<file path="config.mk">
export PLATFORM = sky130hd
export DESIGN_NAME = amd_regs
export DESIGN_NICKNAME = d
export VERILOG_FILES = /design/src/shared/amd_pkg.sv /design/src/rtl/amd_regs.sv
export SDC_FILE = /design/constraint.sdc
export NUM_CORES = 1
export LEC_CHECK = 0
export BUFFER_PORTS_ARGS = -buffer_cell sky130_fd_sc_hd__buf_2
export CAP_MARGIN = 15
export CORE_MARGIN = 4
export CORE_UTILIZATION = 46
export CTS_CLUSTER_SIZE = 25
export DETAILED_ROUTE_END_ITERATION = 8
export PLACE_DENSITY = 0.77
export SYNTH_ARGS = -nofsm -noshare
export SYNTH_HDL_FRONTEND = slang
export SYNTH_SLANG_ARGS = --single-unit
export TNS_END_PERCENT = 100
</file>
<file path="constraint.sdc">
create_clock -name clk_in -period 1.2 [get_ports clk_in]
set_input_delay 0 -clock clk_in [delete_from_list [all_inputs] [get_ports clk_in]]
set_output_delay 0 -clock clk_in [all_outputs]
set_load 0.05 [all_outputs]
</file>
<file path="src/shared/amd_pkg.sv">
// constants and types for the alarm mask and output divider registers
`default_nettype none
package amd_pkg;

    // register offsets
    localparam logic [7:0] ALARM_INTERRUPT_MASK_OFS          = 8'h18;
    localparam logic [7:0] SHARED_HIGH_SPEED_OUT_DIVIDER_OFS = 8'h19;
    localparam logic [7:0] OUT1_DIVIDER_TOP_BITS_OFS         = 8'h1f;
    localparam logic [7:0] OUT1_DIVIDER_MIDDLE_BYTE_OFS      = 8'h20;
    localparam logic [7:0] OUT1_DIVIDER_LOW_BYTE_OFS         = 8'h21;
    localparam logic [7:0] OUT2_DIVIDER_TOP_BITS_OFS         = 8'h22;

    // reset values
    localparam logic [7:0] ALARM_INTERRUPT_MASK_RST          = 8'h3f;
    localparam logic [7:0] SHARED_HIGH_SPEED_OUT_DIVIDER_RST = 8'h20;
    localparam logic [7:0] OUT1_DIVIDER_TOP_BITS_RST         = 8'h00;
    localparam logic [7:0] OUT1_DIVIDER_MIDDLE_BYTE_RST      = 8'h00;
    localparam logic [7:0] OUT1_DIVIDER_LOW_BYTE_RST         = 8'h31;
    localparam logic [7:0] OUT2_DIVIDER_TOP_BITS_RST         = 8'h00;

    // field positions
    localparam int SECOND_FREQ_OFFSET_MASK_BIT = 2;
    localparam int FIRST_FREQ_OFFSET_MASK_BIT  = 1;
    localparam int LOCK_LOSS_MASK_BIT          = 0;
    localparam int MASK_FIELD_WIDTH            = 3;
    localparam int HS_DIV_LSB                  = 5;
    localparam int HS_DIV_WIDTH                = 3;
    localparam int LS_TOP_WIDTH                = 4;
    localparam int LS_DIV_WIDTH                = 20;

    // high-speed ratio for code 000, ratio rises by one per code
    localparam logic [3:0] HS_RATIO_BASE       = 4'h4;
    localparam logic [2:0] HS_CODE_NO_SKEW     = 3'h0;

    // held alarm flags from the alarm flag registers
    typedef struct packed {
        logic second_freq_offset_flag;
        logic first_freq_offset_flag;
        logic lock_loss_flag;
    } amd_alarm_t;

    // divider settings handed to the output clock path
    typedef struct packed {
        logic [2:0]  shared_high_speed_divider;
        logic [3:0]  high_speed_ratio;
        logic [19:0] out1_low_speed_divider;
        logic [3:0]  out2_low_speed_divider_top;
    } amd_divider_t;

endpackage : amd_pkg
`default_nettype wire

</file>
<file path="src/rtl/amd_regs.sv">
// alarm mask and output divider register slice
`default_nettype none
module amd_regs (
    // clock and reset
    input  wire logic              clk_in,
    input  wire logic              sys_rst_in,
    // register port from the serial configuration engine
    input  wire logic [7:0]        reg_addr_in,
    input  wire logic              reg_wr_in,
    input  wire logic [7:0]        reg_wdata_in,
    input  wire logic              reg_rd_in,
    output var  logic [7:0]        reg_rdata_out,
    output var  logic              reg_rvalid_out,
    // held alarm flags and pin routing controls
    input  wire amd_pkg::amd_alarm_t alarm_flags_in,
    input  wire logic              interrupt_routing_in,
    input  wire logic              interrupt_polarity_in,
    input  wire logic              input_bad_pin_enable_in,
    input  wire logic              input_bad_polarity_in,
    input  wire logic              first_input_bad_in,
    // coarse skew requests
    input  wire logic              skew_inc_pin_in,
    input  wire logic              skew_dec_pin_in,
    input  wire logic              skew_reg_step_in,
    input  wire logic              skew_reg_dir_in,
    // pin, pending, skew and divider outputs
    output var  logic              interrupt_or_input_bad_pin_out,
    output var  logic              interrupt_or_input_bad_pin_oe_out,
    output var  logic              interrupt_pending_out,
    output var  logic              skew_step_out,
    output var  logic              skew_dir_out,
    output var  amd_pkg::amd_divider_t divider_out
);

    logic [2:0] alarm_mask;
    logic [2:0] shared_high_speed_divider;
    logic [3:0] out1_top;
    logic [7:0] out1_middle;
    logic [7:0] out1_low;
    logic [3:0] out2_top;
    logic       next_irq;
    logic       next_pin;
    logic       next_oe;
    logic       skew_req;
    logic       skew_dir;

    function automatic logic [3:0] hs_ratio(input logic [2:0] code);
        hs_ratio = amd_pkg::HS_RATIO_BASE + {1'b0, code};
    endfunction

    // one strobe compare shared by the mask and high-speed divider processes
    function automatic logic wr_hit(input logic wr, input logic [7:0] addr,
                                    input logic [7:0] ofs);
        wr_hit = wr && addr == ofs;
    endfunction

    // mask register; flags are inputs held elsewhere, so a write cannot touch them
    always_ff @(posedge clk_in)
    begin
        if (sys_rst_in)
        begin
            alarm_mask <= amd_pkg::ALARM_INTERRUPT_MASK_RST[2:0];
        end
        else if (wr_hit(reg_wr_in, reg_addr_in, amd_pkg::ALARM_INTERRUPT_MASK_OFS))
        begin
            alarm_mask <= reg_wdata_in[2:0];
        end
    end

    // shared high-speed divider; low five bits are not stored
    always_ff @(posedge clk_in)
    begin
        if (sys_rst_in)
        begin
            shared_high_speed_divider <=
                amd_pkg::SHARED_HIGH_SPEED_OUT_DIVIDER_RST[7:5];
        end
        else if (wr_hit(reg_wr_in, reg_addr_in, amd_pkg::SHARED_HIGH_SPEED_OUT_DIVIDER_OFS))
        begin
            shared_high_speed_divider <= reg_wdata_in[7:5];
        end
    end

    // low-speed dividers; even codes are the host's to avoid, stored as written
    always_ff @(posedge clk_in)
    begin
        if (sys_rst_in)
        begin
            out1_top    <= amd_pkg::OUT1_DIVIDER_TOP_BITS_RST[3:0];
            out1_middle <= amd_pkg::OUT1_DIVIDER_MIDDLE_BYTE_RST;
            out1_low    <= amd_pkg::OUT1_DIVIDER_LOW_BYTE_RST;
            out2_top    <= amd_pkg::OUT2_DIVIDER_TOP_BITS_RST[3:0];
        end
        else if (reg_wr_in)
        begin
            case (reg_addr_in)
                amd_pkg::OUT1_DIVIDER_TOP_BITS_OFS:    out1_top    <= reg_wdata_in[3:0];
                amd_pkg::OUT1_DIVIDER_MIDDLE_BYTE_OFS: out1_middle <= reg_wdata_in;
                amd_pkg::OUT1_DIVIDER_LOW_BYTE_OFS:    out1_low    <= reg_wdata_in;
                amd_pkg::OUT2_DIVIDER_TOP_BITS_OFS:    out2_top    <= reg_wdata_in[3:0];
                default:                               out2_top    <= out2_top;
            endcase
        end
    end

    // read path, one cycle latency; unmapped addresses read zero
    always_ff @(posedge clk_in)
    begin
        if (sys_rst_in)
        begin
            reg_rdata_out  <= 8'h00;
            reg_rvalid_out <= 1'b0;
        end
        else
        begin
            reg_rvalid_out <= reg_rd_in;
            if (reg_rd_in)
            begin
                case (reg_addr_in)
                    amd_pkg::ALARM_INTERRUPT_MASK_OFS:
                        reg_rdata_out <= {amd_pkg::ALARM_INTERRUPT_MASK_RST[7:3],
                                          alarm_mask};
                    amd_pkg::SHARED_HIGH_SPEED_OUT_DIVIDER_OFS:
                        reg_rdata_out <= {
                            shared_high_speed_divider,
                            amd_pkg::SHARED_HIGH_SPEED_OUT_DIVIDER_RST[4:0]
                        };
                    amd_pkg::OUT1_DIVIDER_TOP_BITS_OFS:
                        reg_rdata_out <= {amd_pkg::OUT1_DIVIDER_TOP_BITS_RST[7:4], out1_top};
                    amd_pkg::OUT1_DIVIDER_MIDDLE_BYTE_OFS:
                        reg_rdata_out <= out1_middle;
                    amd_pkg::OUT1_DIVIDER_LOW_BYTE_OFS:
                        reg_rdata_out <= out1_low;
                    amd_pkg::OUT2_DIVIDER_TOP_BITS_OFS:
                        reg_rdata_out <= {amd_pkg::OUT2_DIVIDER_TOP_BITS_RST[7:4], out2_top};
                    default:
                        reg_rdata_out <= 8'h00;
                endcase
            end
        end
    end

    // interrupt condition and pin function
    // pending ignores routing, so software can poll it while the pin shows input-bad
    always_comb
    begin
        next_irq = (alarm_flags_in.second_freq_offset_flag
                    & ~alarm_mask[amd_pkg::SECOND_FREQ_OFFSET_MASK_BIT])
                 | (alarm_flags_in.first_freq_offset_flag
                    & ~alarm_mask[amd_pkg::FIRST_FREQ_OFFSET_MASK_BIT])
                 | (alarm_flags_in.lock_loss_flag
                    & ~alarm_mask[amd_pkg::LOCK_LOSS_MASK_BIT]);
        if (interrupt_routing_in)
        begin
            next_pin = interrupt_polarity_in ? next_irq : ~next_irq;
            next_oe  = 1'b1;
        end
        else
        begin
            next_pin = input_bad_polarity_in ? first_input_bad_in : ~first_input_bad_in;
            next_oe  = input_bad_pin_enable_in;
        end
    end

    // pin is registered, so it trails the flags by one cycle
    always_ff @(posedge clk_in)
    begin
        if (sys_rst_in)
        begin
            interrupt_pending_out             <= 1'b0;
            interrupt_or_input_bad_pin_out    <= 1'b0;
            interrupt_or_input_bad_pin_oe_out <= 1'b0;
        end
        else
        begin
            interrupt_pending_out             <= next_irq;
            interrupt_or_input_bad_pin_out    <= next_pin;
            interrupt_or_input_bad_pin_oe_out <= next_oe;
        end
    end

    // coarse skew; pin pair wins over register step when both arrive
    always_comb
    begin
        skew_req = skew_inc_pin_in | skew_dec_pin_in | skew_reg_step_in;
        skew_dir = (skew_inc_pin_in | skew_dec_pin_in) ? skew_inc_pin_in : skew_reg_dir_in;
    end

    always_ff @(posedge clk_in)
    begin
        if (sys_rst_in)
        begin
            skew_step_out <= 1'b0;
            skew_dir_out  <= 1'b0;
        end
        else
        begin
            // ratio 4 leaves no room for a coarse step
            skew_step_out <= skew_req
                && shared_high_speed_divider != amd_pkg::HS_CODE_NO_SKEW;
            skew_dir_out  <= skew_dir;
        end
    end

    // divider settings toward the clock path
    // zero during reset; stored reset values appear one edge after release
    always_ff @(posedge clk_in)
    begin
        if (sys_rst_in)
        begin
            divider_out <= '0;
        end
        else
        begin
            divider_out.shared_high_speed_divider  <= shared_high_speed_divider;
            divider_out.high_speed_ratio           <= hs_ratio(shared_high_speed_divider);
            divider_out.out1_low_speed_divider     <= {out1_top, out1_middle, out1_low};
            divider_out.out2_low_speed_divider_top <= out2_top;
        end
    end

endmodule // amd_regs
`default_nettype wire

</file>
Word level (Yosys, flattened, before mapping)
Cells that the tools add are included.
{"block": "classes", "reduce_logical": 8, "bitwise_logic": 12, "add_sub_neg": 1, "eq_ne": 6, "mux": 6}
{"operator": "case mux 8 bit (6 select lines)", "n": 1}
{"operator": "equality test 8 x 5 -> 1 bit, second input constant", "n": 3}
{"operator": "equality test 8 x 6 -> 1 bit, second input constant", "n": 3}
{"operator": "AND reduction 2 bit", "n": 4}
{"operator": "two-way mux 1 bit", "n": 5}
{"operator": "NOT 1 bit", "n": 5}
{"operator": "adder 3 x 3 -> 4 bit, first input constant", "n": 1}
{"operator": "OR 1 bit", "n": 4}
{"operator": "bitwise AND 1 bit", "n": 3}
{"operator": "logical AND 1 bit", "n": 3}
{"operator": "nonzero test 3 bit", "n": 1}
{"block": "word_totals", "input_bits": 32, "regBits": 75}

Logic depth before layout (Yosys ltp)
Gate-level depths: netlist of run 1.
{"block": "depth", "depth_word": 7, "depth_mapped": 7}

Worst setup path after synthesis of run 1
Ideal clock, no wire load.
{"block": "synth_timing", "path_kind": "reg2reg", "start": "register alarm_mask[0]", "end": "register reg_rdata_out[0]", "arrival_ns": 1.203, "setup_time_ns": 0.061, "path_stages_with_launch": 6, "setup_slack_ns": -0.065, "path_buffers": 0, "t_required_ns": 1.139, "cell_sequence": "dfxtp_1 > inv_1 > or4_1 > o32ai_1 > a221o_1 > a32o_1"}
{"block": "synth_via", "elab_chain_cells": 1}
{"item": "start, declared", "line_no": "amd_regs.sv:35", "rtl": "logic [2:0] alarm_mask;"}
{"item": "start signal, assigned", "line_no": "amd_regs.sv:62", "rtl": "alarm_mask <= amd_pkg::ALARM_INTERRUPT_MASK_RST[2:0];"}
{"item": "start signal, assigned", "line_no": "amd_regs.sv:66", "rtl": "alarm_mask <= reg_wdata_in[2:0];"}
{"item": "case mux 8 bit (6 select lines)", "line_no": "amd_regs.sv:119", "rtl": "case (reg_addr_in)"}
{"item": "end signal, assigned", "line_no": "amd_regs.sv:121", "rtl": "reg_rdata_out <= {amd_pkg::ALARM_INTERRUPT_MASK_RST[7:3],"}
{"item": "end signal, assigned", "line_no": "amd_regs.sv:124", "rtl": "reg_rdata_out <= {"}
{"item": "end signal, assigned", "line_no": "amd_regs.sv:129", "rtl": "reg_rdata_out <= {amd_pkg::OUT1_DIVIDER_TOP_BITS_RST[7:4], out1_top};"}
{"item": "end, declared", "line_no": "amd_regs.sv:12", "rtl": "output var logic [7:0] reg_rdata_out,"}
Every way passes these cells.
A chain may end at the register's enable or synchronous reset.

Worst setup path in the final report of run 1
{"block": "layout_timing", "start": "register alarm_mask[0]", "end": "register interrupt_or_input_bad_pin_out"}
{"block": "layout_via", "elab_chain_cells": 6}
{"item": "NOT 1 bit *", "line_no": "amd_regs.sv:152", "rtl": "& ~alarm_mask[amd_pkg::LOCK_LOSS_MASK_BIT]);"}
{"item": "bitwise AND 1 bit *", "line_no": "amd_regs.sv:152"}
{"item": "OR 1 bit *", "line_no": "amd_regs.sv:151", "rtl": "| (alarm_flags_in.lock_loss_flag"}
{"item": "NOT 1 bit", "line_no": "amd_regs.sv:155", "rtl": "next_pin = interrupt_polarity_in ? next_irq : ~next_irq;"}
{"item": "two-way mux 1 bit *", "line_no": "amd_regs.sv:155"}
{"item": "two-way mux 1 bit *", "line_no": "amd_regs.sv:153", "rtl": "if (interrupt_routing_in)"}
{"item": "end signal, assigned", "line_no": "amd_regs.sv:177", "rtl": "interrupt_or_input_bad_pin_out <= next_pin;"}
{"item": "end, declared", "line_no": "amd_regs.sv:27", "rtl": "output var logic interrupt_or_input_bad_pin_out,"}
Every way passes the cells marked *; elsewhere a longest branch is shown, timed or not.

==> impl_summary.txt, run 1 <==
----------------------------------------------------
[Run status]
  Result of the run ... complete, but fails checks
  Violated checks ... setup timing

[STA]
  Peak Freq ... 0.773 GHz
  Final Skew ... 0.00854 ns
  Actual slew at the worst max-slew pin ... 0.421 ns
  Tmin final ... between 1 and 1.5 ns
  Final slew viol count ... 0
  Unrepaired setup endpoints after global routing ... yes
  Sum Neg Setup Slack ... -0.232 ns
  Hold violation total from the final report ... 0
  Post-route clock period utilization ... 108%
  Final hold slack ... ~0.013 ns
  Max transition margin ... a little under three quarters
  Final setup vio count ... 4
  Final critical-path setup slack ... -0.0931 ns

[Clock network]
  TritonCTS clock tree ... yes
  Clock insertion delay at the later pin of the skew report ... between 0.3 and 0.4 ns
  Root Driver ... clkbuf_8
  Cts bufs inserted ... 9
  Max Buffers Root-to-Sink ... 2
  H-tree level count ... 3
  Clock edge transition at the registers on the reported setup and hold paths ... ~0.07 ns
  Number of sinks handled by clock tree synthesis ... 72

[Critical path]
  Highest fanout seen on the critical path ... 2
  Critical Path Source ... alarm_mask[0]
  Data arrival at the endpoint of the critical path ... approximately 1.5 ns
  Startpoint of the lowest-slack register-to-register path ... alarm_mask[0]
  Endpoint class of the critical path ... register
  Buffers and inverters on the worst path ... 3
  Kind of critical path ... register to register
  Critical path's top delay family ... compound AO/OA/AOI/OAI gates
  Startpoint types ... register
  Slowest Stage Delay on Critical Path ... approximately 0.34 ns
  Cells traversed along the worst timing path ... inv_2, buf_6, a222oi_1, buf_4, xor2_1, a21oi_1, nor2_1
  Data required, critical path ... 1.44 ns
  Slowest stage cell on the critical path ... dfxtp_2

[Logic synthesis]
  Netlist Area Pre-Place ... between 2000 and 3000 um^2
  Number of enable flip-flop cells after synthesis ... 0
  Synth Warn # ... 0
  Multiplexer fraction of the synthesized cell area ... 10.5%
  Syn_nets ... 307
  Number of register bits inferred by synthesis ... 72
  Simple-Gate Fraction of Synth Area ... between 20% and 30%
  Average cell area after synthesis ... 10.0 um^2
  Synth Area in XOR/XNOR ... less than 1%
  Number of standard cells after synthesis ... approximately 280
  Sequential cell area fraction in the yosys report ... around 52%
  Largest family of logic cells by synthesized area ... simple AND/OR/NAND/NOR gates
  Proportion of synthesized flip-flops having asynchronous set or reset ... 0%
  Cell variety after synth ... between 40 and 50
  Share of synthesized cell area in full adder, half adder and majority cells ... 0%
  Compound-cell area share of the yosys netlist ... between 10% and 20%
  Most used flip-flop cell after synthesis ... dfxtp_1

[Pwr]
  Leakage power ... 1.84 nW
  Peak supply drop ... between 0.0008 and 0.0009 V
  Tot Pwr ... just over 5 mW
  Areal power density over the cells ... 1340 nW/um^2

[Final layout]
  Most common cell after layout, fill and taps aside ... buf_2
  Share of layout cells above drive strength 1 ... between 30 and 40%
  Final design utilization ... 67.8%
  Leading cell types in the layout, fill and taps excluded ... 76 x buf_2, 65 x dfxtp_1, 33 x nor2_1
  Area growth from synthesis to layout ... 39.4%
  Number of nets in the finished design ... 420
  Antenna Cells ... 0

[Floorplanning]
  Die W ... about 85 um
  Number of placement rows ... 27
  Area of the core ... about 5700 um^2
  Vertical die dimension ... 85.5 um
  Area enclosed by the die boundary ... about 7300 um^2
  Number of I/O pins ... 77
  Starting density of the core ... 48.7%

[Place]
  Number of I/O port buffers ... 76
  Placer congestion estimate ... 1.01
  Detail Placement HPWL ... 4.87 mm
  Worst slack at placement ... -0.204 ns

[Drt]
  Number of optimization iterations in the first detailed-route pass ... 5
  Routed via count ... approximately 2500
  Number of DRC violations after detailed-routing iteration 0 ... ~170
  Routed wire length ... approximately 7.6 mm
  WL per Instance ... around 16 um
  DRC violations left ... 0
  Number of nets with antenna violations after routing ... 0
  Vias per cell ... around 5.3

[Min path]
  Worst min path class ... input pin to register
  Origin of the worst min-delay path ... reg_rd_in

[Global route]
  Wire length of the first global-routing pass ... approximately 12 mm
  Via count of the first global-routing pass ... roughly 2400
  Antenna violations before repair ... 0
  Overall routing resource usage ... a little over a fifth
  GR Overflow Total ... 0
  Pin count of the biggest net entering global routing ... between 60 and 70

[Flow run]
  Count of maximum capacitance violations ... 0

----------------------------------------------------
==> final cells by class <==
type                    count  area, um^2
flip-flops and latches     72        1450
inverters                   7        26.3
multi-input cells         179        1270
repair buffers            119         773
fillers                   425        1830
well taps                  72        90.1
clock buffers              10         128
clock inverters             6         115
==> worst paths after layout <==
check,end,slack [ns],cells past startpoint
min,reg_rvalid_out,0.01,3
max reg2reg,interrupt_or_input_bad_pin_out,-0.09,7
max,interrupt_or_input_bad_pin_out,-0.09,7
min reg2reg,reg_rdata_out[4],0.48,2
==> metal layers <==
layer,routed length (um),vias to the layer above,global-route usage [%]
met3,614,26,5.28
met4,239,0,9.35
li1,-,1179,-
met1,3180,1154,26.1
met5,0,-,0
met2,3530,117,33.8
==> stage by stage <==
stage	area, um^2	cells
6_report	3850	465
5_1_grt	3850	465
4_1_cts	3800	464
3_5_place_dp	3340	429
3_3_place_gp	3340	429
2_1_floorplan	2770	275
==> power by group <==
group	switching [mW]	internal, mW	leakage, nW
clock	0.940	1.40	0.117
combinational	0.255	0.158	1.14
sequential	0.00633	2.41	0.585
total	1.20	3.96	1.84
==> kinds of logic after synthesis <==
family                 count (synthesis)
AO/OA/AOI/OAI                         38
XOR/XNOR                               2
buffers and inverters                 24
flip-flops                            72
multiplexers                          29
AND/OR/NAND/NOR                      110
==> state kept, by name, summed over array words and instances (netlist names), 3 cells and up <==
register and flops:
alarm_mask 3, divider_out 28, out1_low 8, out1_middle 8, out1_top 4, out2_top 4, reg_rdata_out 8, shared_high_speed_divider 3
==> synthesized netlist by cell type, types with 2 or more instances <==
library cell	count	area, um^2
dfxtp_1	72	1440
nor2_1	33	124
mux2i_1	29	290
nor2b_1	28	175
nand2_1	17	63.8
a21oi_1	13	65.1
nand3_1	9	45.0
nor3_1	7	35.0
inv_1	6	22.5
buf_1	5	18.8
clkbuf_1	5	18.8
a222oi_1	3	30.0
a22o_1	3	26.3
a32o_1	3	30.0
buf_4	3	22.5
a221o_1	2	20.0
and3_1	2	12.5
buf_2	2	10.0
buf_6	2	22.5
nand3_4	2	35.0
o21ai_0	2	10.0
o21ai_1	2	10.0
o22ai_1	2	12.5
o32ai_1	2	17.5
xor2_1	2	17.5
==> worst min-delay path, cell delays in order <==
cell	delay [ns]
buf_2	0.10
inv_1	0.11
nor2_1	0.12
==> timing repair <==
| action | CTS | global route |
|---|---|---|
| resized for setup | 14 | 8 |
| pin swaps | 7 | 7 |
| setup endpoints to repair | 3 | 7 |
| endpoints found under the hold margin | 34 | 1 |
| hold buffers | 15 | 1 |
| setup buffers | 4 | 1 |
Power figures use the tool's default switching activity.
==> run 2: changes to the inputs <==
--- a/config.mk
+++ b/config.mk
@@ -11,6 +11,7 @@
 export CORE_UTILIZATION = 46
 export CTS_CLUSTER_SIZE = 25
 export DETAILED_ROUTE_END_ITERATION = 8
+export MAX_ROUTING_LAYER = met4
 export PLACE_DENSITY = 0.77
 export SYNTH_ARGS = -nofsm -noshare
 export SYNTH_HDL_FRONTEND = slang
==> run 2 against run 1 <==
  * The run still ends with setup timing left
  * Final cell count unchanged
  * Final area unchanged
  * Wire length up 0.61%
  * Core utilization unchanged
  * Global-route usage up 0.66 points
  * Via count up 1.5%
  * Fmax down 0.66%
  * Die area unchanged
  * Setup slack worse by 0.0086 ns
  * Register-to-register slack about the same
  * Critical path type unchanged
  * Critical endpoint unchanged
  * Largest power group unchanged
==> impl_summary.txt, run 2 (synthesis results as in run 1) <==
----------------------------------------------------
[STA]
  Final slew viol count ... 0
  Hold violation total from the final report ... 0
  Final critical-path setup slack ... -0.102 ns
  Final Skew ... 0.0106 ns
  Final setup vio count ... 4
  Unrepaired setup endpoints after global routing ... yes
  Tmin final ... ~1.3 ns
  Actual slew at the worst max-slew pin ... 0.441 ns
  Peak Freq ... between 0.7 and 0.8 GHz
  Post-route clock period utilization ... 108%
  Max transition margin ... between 70 and 80%

[Place]
  Number of I/O port buffers ... 76
  Placed cell count ... around 430
  Detail Placement HPWL ... ~4.9 mm
  Placer congestion estimate ... ~1

[Drt]
  Vias per cell ... ~5.4
  WL per Instance ... about 16 um
  Routed wire length ... ~7.6 mm
  DRC violations left ... 0
  Number of optimization iterations in the first detailed-route pass ... 5
  Number of nets with antenna violations after routing ... 0
  Number of DRC violations after detailed-routing iteration 0 ... 145
  Routed via count ... ~2500

[Floorplanning]
  Number of I/O pins ... 77
  Number of placement rows ... 27
  Vertical die dimension ... roughly 85 um
  Die W ... 85.5 um
  Starting density of the core ... 48.7%
  Area of the core ... 5680 um^2
  Area enclosed by the die boundary ... between 7000 and 8000 um^2

[Critical path]
  Startpoint of the lowest-slack register-to-register path ... alarm_mask[0]
  Startpoint types ... register
  Data required, critical path ... around 1.4 ns
  Cell count of the worst reg-to-reg path ... 7
  Endpoint class of the critical path ... register
  Critical Path Source ... alarm_mask[0]
  Flop2flop setup slack ... -0.10 ns
  Highest fanout seen on the critical path ... 2
  Capture instance of the worst register-to-register path ... interrupt_or_input_bad_pin_out
  Data arrival at the endpoint of the critical path ... between 1.5 and 2 ns
  Kind of critical path ... register to register
  Worst setup path endpoint ... interrupt_or_input_bad_pin_out

[Global route]
  Antenna violations before repair ... 0
  GR Overflow Total ... 0
  Overall routing resource usage ... 21.5%
  Pin count of the biggest net entering global routing ... 64
  Via count of the first global-routing pass ... roughly 2400
  Wire length of the first global-routing pass ... between 10 and 15 mm

[Run status]
  Violated checks ... setup timing
  Result of the run ... complete, but fails checks

[Clock network]
  H-tree level count ... 3
  Clock edge transition at the registers on the reported setup and hold paths ... ~0.070 ns
  Root Driver ... clkbuf_8
  Max Buffers Root-to-Sink ... 2
  Cts bufs inserted ... 9
  Number of sinks handled by clock tree synthesis ... 72
  Clock insertion delay at the later pin of the skew report ... approximately 0.36 ns
  TritonCTS clock tree ... yes

[Final layout]
  Footprint of the flip-flops and latches ... between 1000 and 1500 um^2
  Fill cells ... roughly 430
  Final Instance Count excl. Fillers ... 465
  Register with the most flip-flops ... divider_out
  Area growth from synthesis to layout ... 39.4%
  Leading cell types in the layout, fill and taps excluded ... 76 x buf_2, 65 x dfxtp_1, 33 x nor2_1
  Most common cell after layout, fill and taps aside ... buf_2
  Antenna Cells ... 0
  Number of flip-flops in the largest register ... 28
  Area of the multi-input gates ... 1270 um^2
  Share of layout cells above drive strength 1 ... 37.7%
  Number of nets in the finished design ... 420

[Pwr]
  Areal power density over the cells ... 1340 nW/um^2
  Tot Pwr ... 5.17 mW
  Leakage power ... between 1.5 and 2 nW
  Peak supply drop ... around 0.00088 V

[Flow run]
  Count of maximum capacitance violations ... 0

[Min path]
  Origin of the worst min-delay path ... reg_rd_in
  Worst min path class ... input pin to register

----------------------------------------------------
-- run 2: cell counts in the layout (fill, tap and decap cells not counted) --
Identical to the previous run, type by type.
-- run 2: how the worst min path moves through the flow --
stage,endpoint,slack [ns],cells past startpoint
floorplan,interrupt_or_input_bad_pin_oe_out,0.12,2
global placement,interrupt_or_input_bad_pin_oe_out,0.21,3
detailed placement,interrupt_or_input_bad_pin_oe_out,0.21,3
CTS,reg_rvalid_out,0.004,3
global route,reg_rvalid_out,0.02,3
finish,reg_rvalid_out,0.01,3
-- run 2: final cells by class --
cell class	instances	area share [%]
Multi-Input combinational cell	179	32.9
Sequential cell	72	37.7
Clock buffer	10	3.31
Clock inverter	6	2.99
Inverter	7	0.682
Timing Repair Buffer	119	20.1
Tap cell	72	2.34
-- run 2: through the flow --
stage	TNS, ns	cell area [um^2]	hold WS [ns]	worst slack [ns]	utilization (%)
after floorplan	-1.08	2770	0.116	-0.0539	-
after global placement	-2.88	3340	0.206	-0.137	58.8
after detailed placement	-4.16	3340	0.213	-0.204	58.8
after CTS	-0.107	3800	0.00426	-0.0572	67.0
after global routing	-0.439	3850	0.0243	-0.162	67.8
final	-0.236	3850	0.0149	-0.102	67.8
-- run 2: report_power, final --
group / switching, mW / internal, mW / total (mW)
combinational: 0.257 / 0.158 / 0.414
sequential: 0.00633 / 2.41 / 2.41
clock: 0.949 / 1.40 / 2.35
-- run 2: critical path, stage by stage (launching register included) --
cell	delay, ns
dfxtp_2	0.34
inv_2	0.05
buf_6	0.10
a222oi_1	0.25
buf_4	0.18
xor2_1	0.06
a21oi_1	0.16
nor2_1	0.05
-- run 2: per-layer routing --
| metal | up-vias | part of all wire [%] | track usage (%) |
|---|---|---|---|
| met5 | - | 0 | - |
| met4 | 0 | 2.7 | 9.35 |
| met3 | 19 | 8.0 | 4.71 |
| met2 | 117 | 47 | 33.6 |
| met1 | 1194 | 42 | 26.7 |
| li1 | 1182 | - | - |
-- run 2: what timing repair did --
| item | 4_1_cts | 5_1_grt |
|---|---|---|
| cloned | 0 | 0 |
| pin swaps | 7 | 7 |
| hold endpoints to repair | 34 | 1 |
| gates resized for setup | 14 | 8 |
| setup buffers | 4 | 1 |
| hold buffers | 15 | 1 |
| setup endpoints to repair | 3 | 7 |
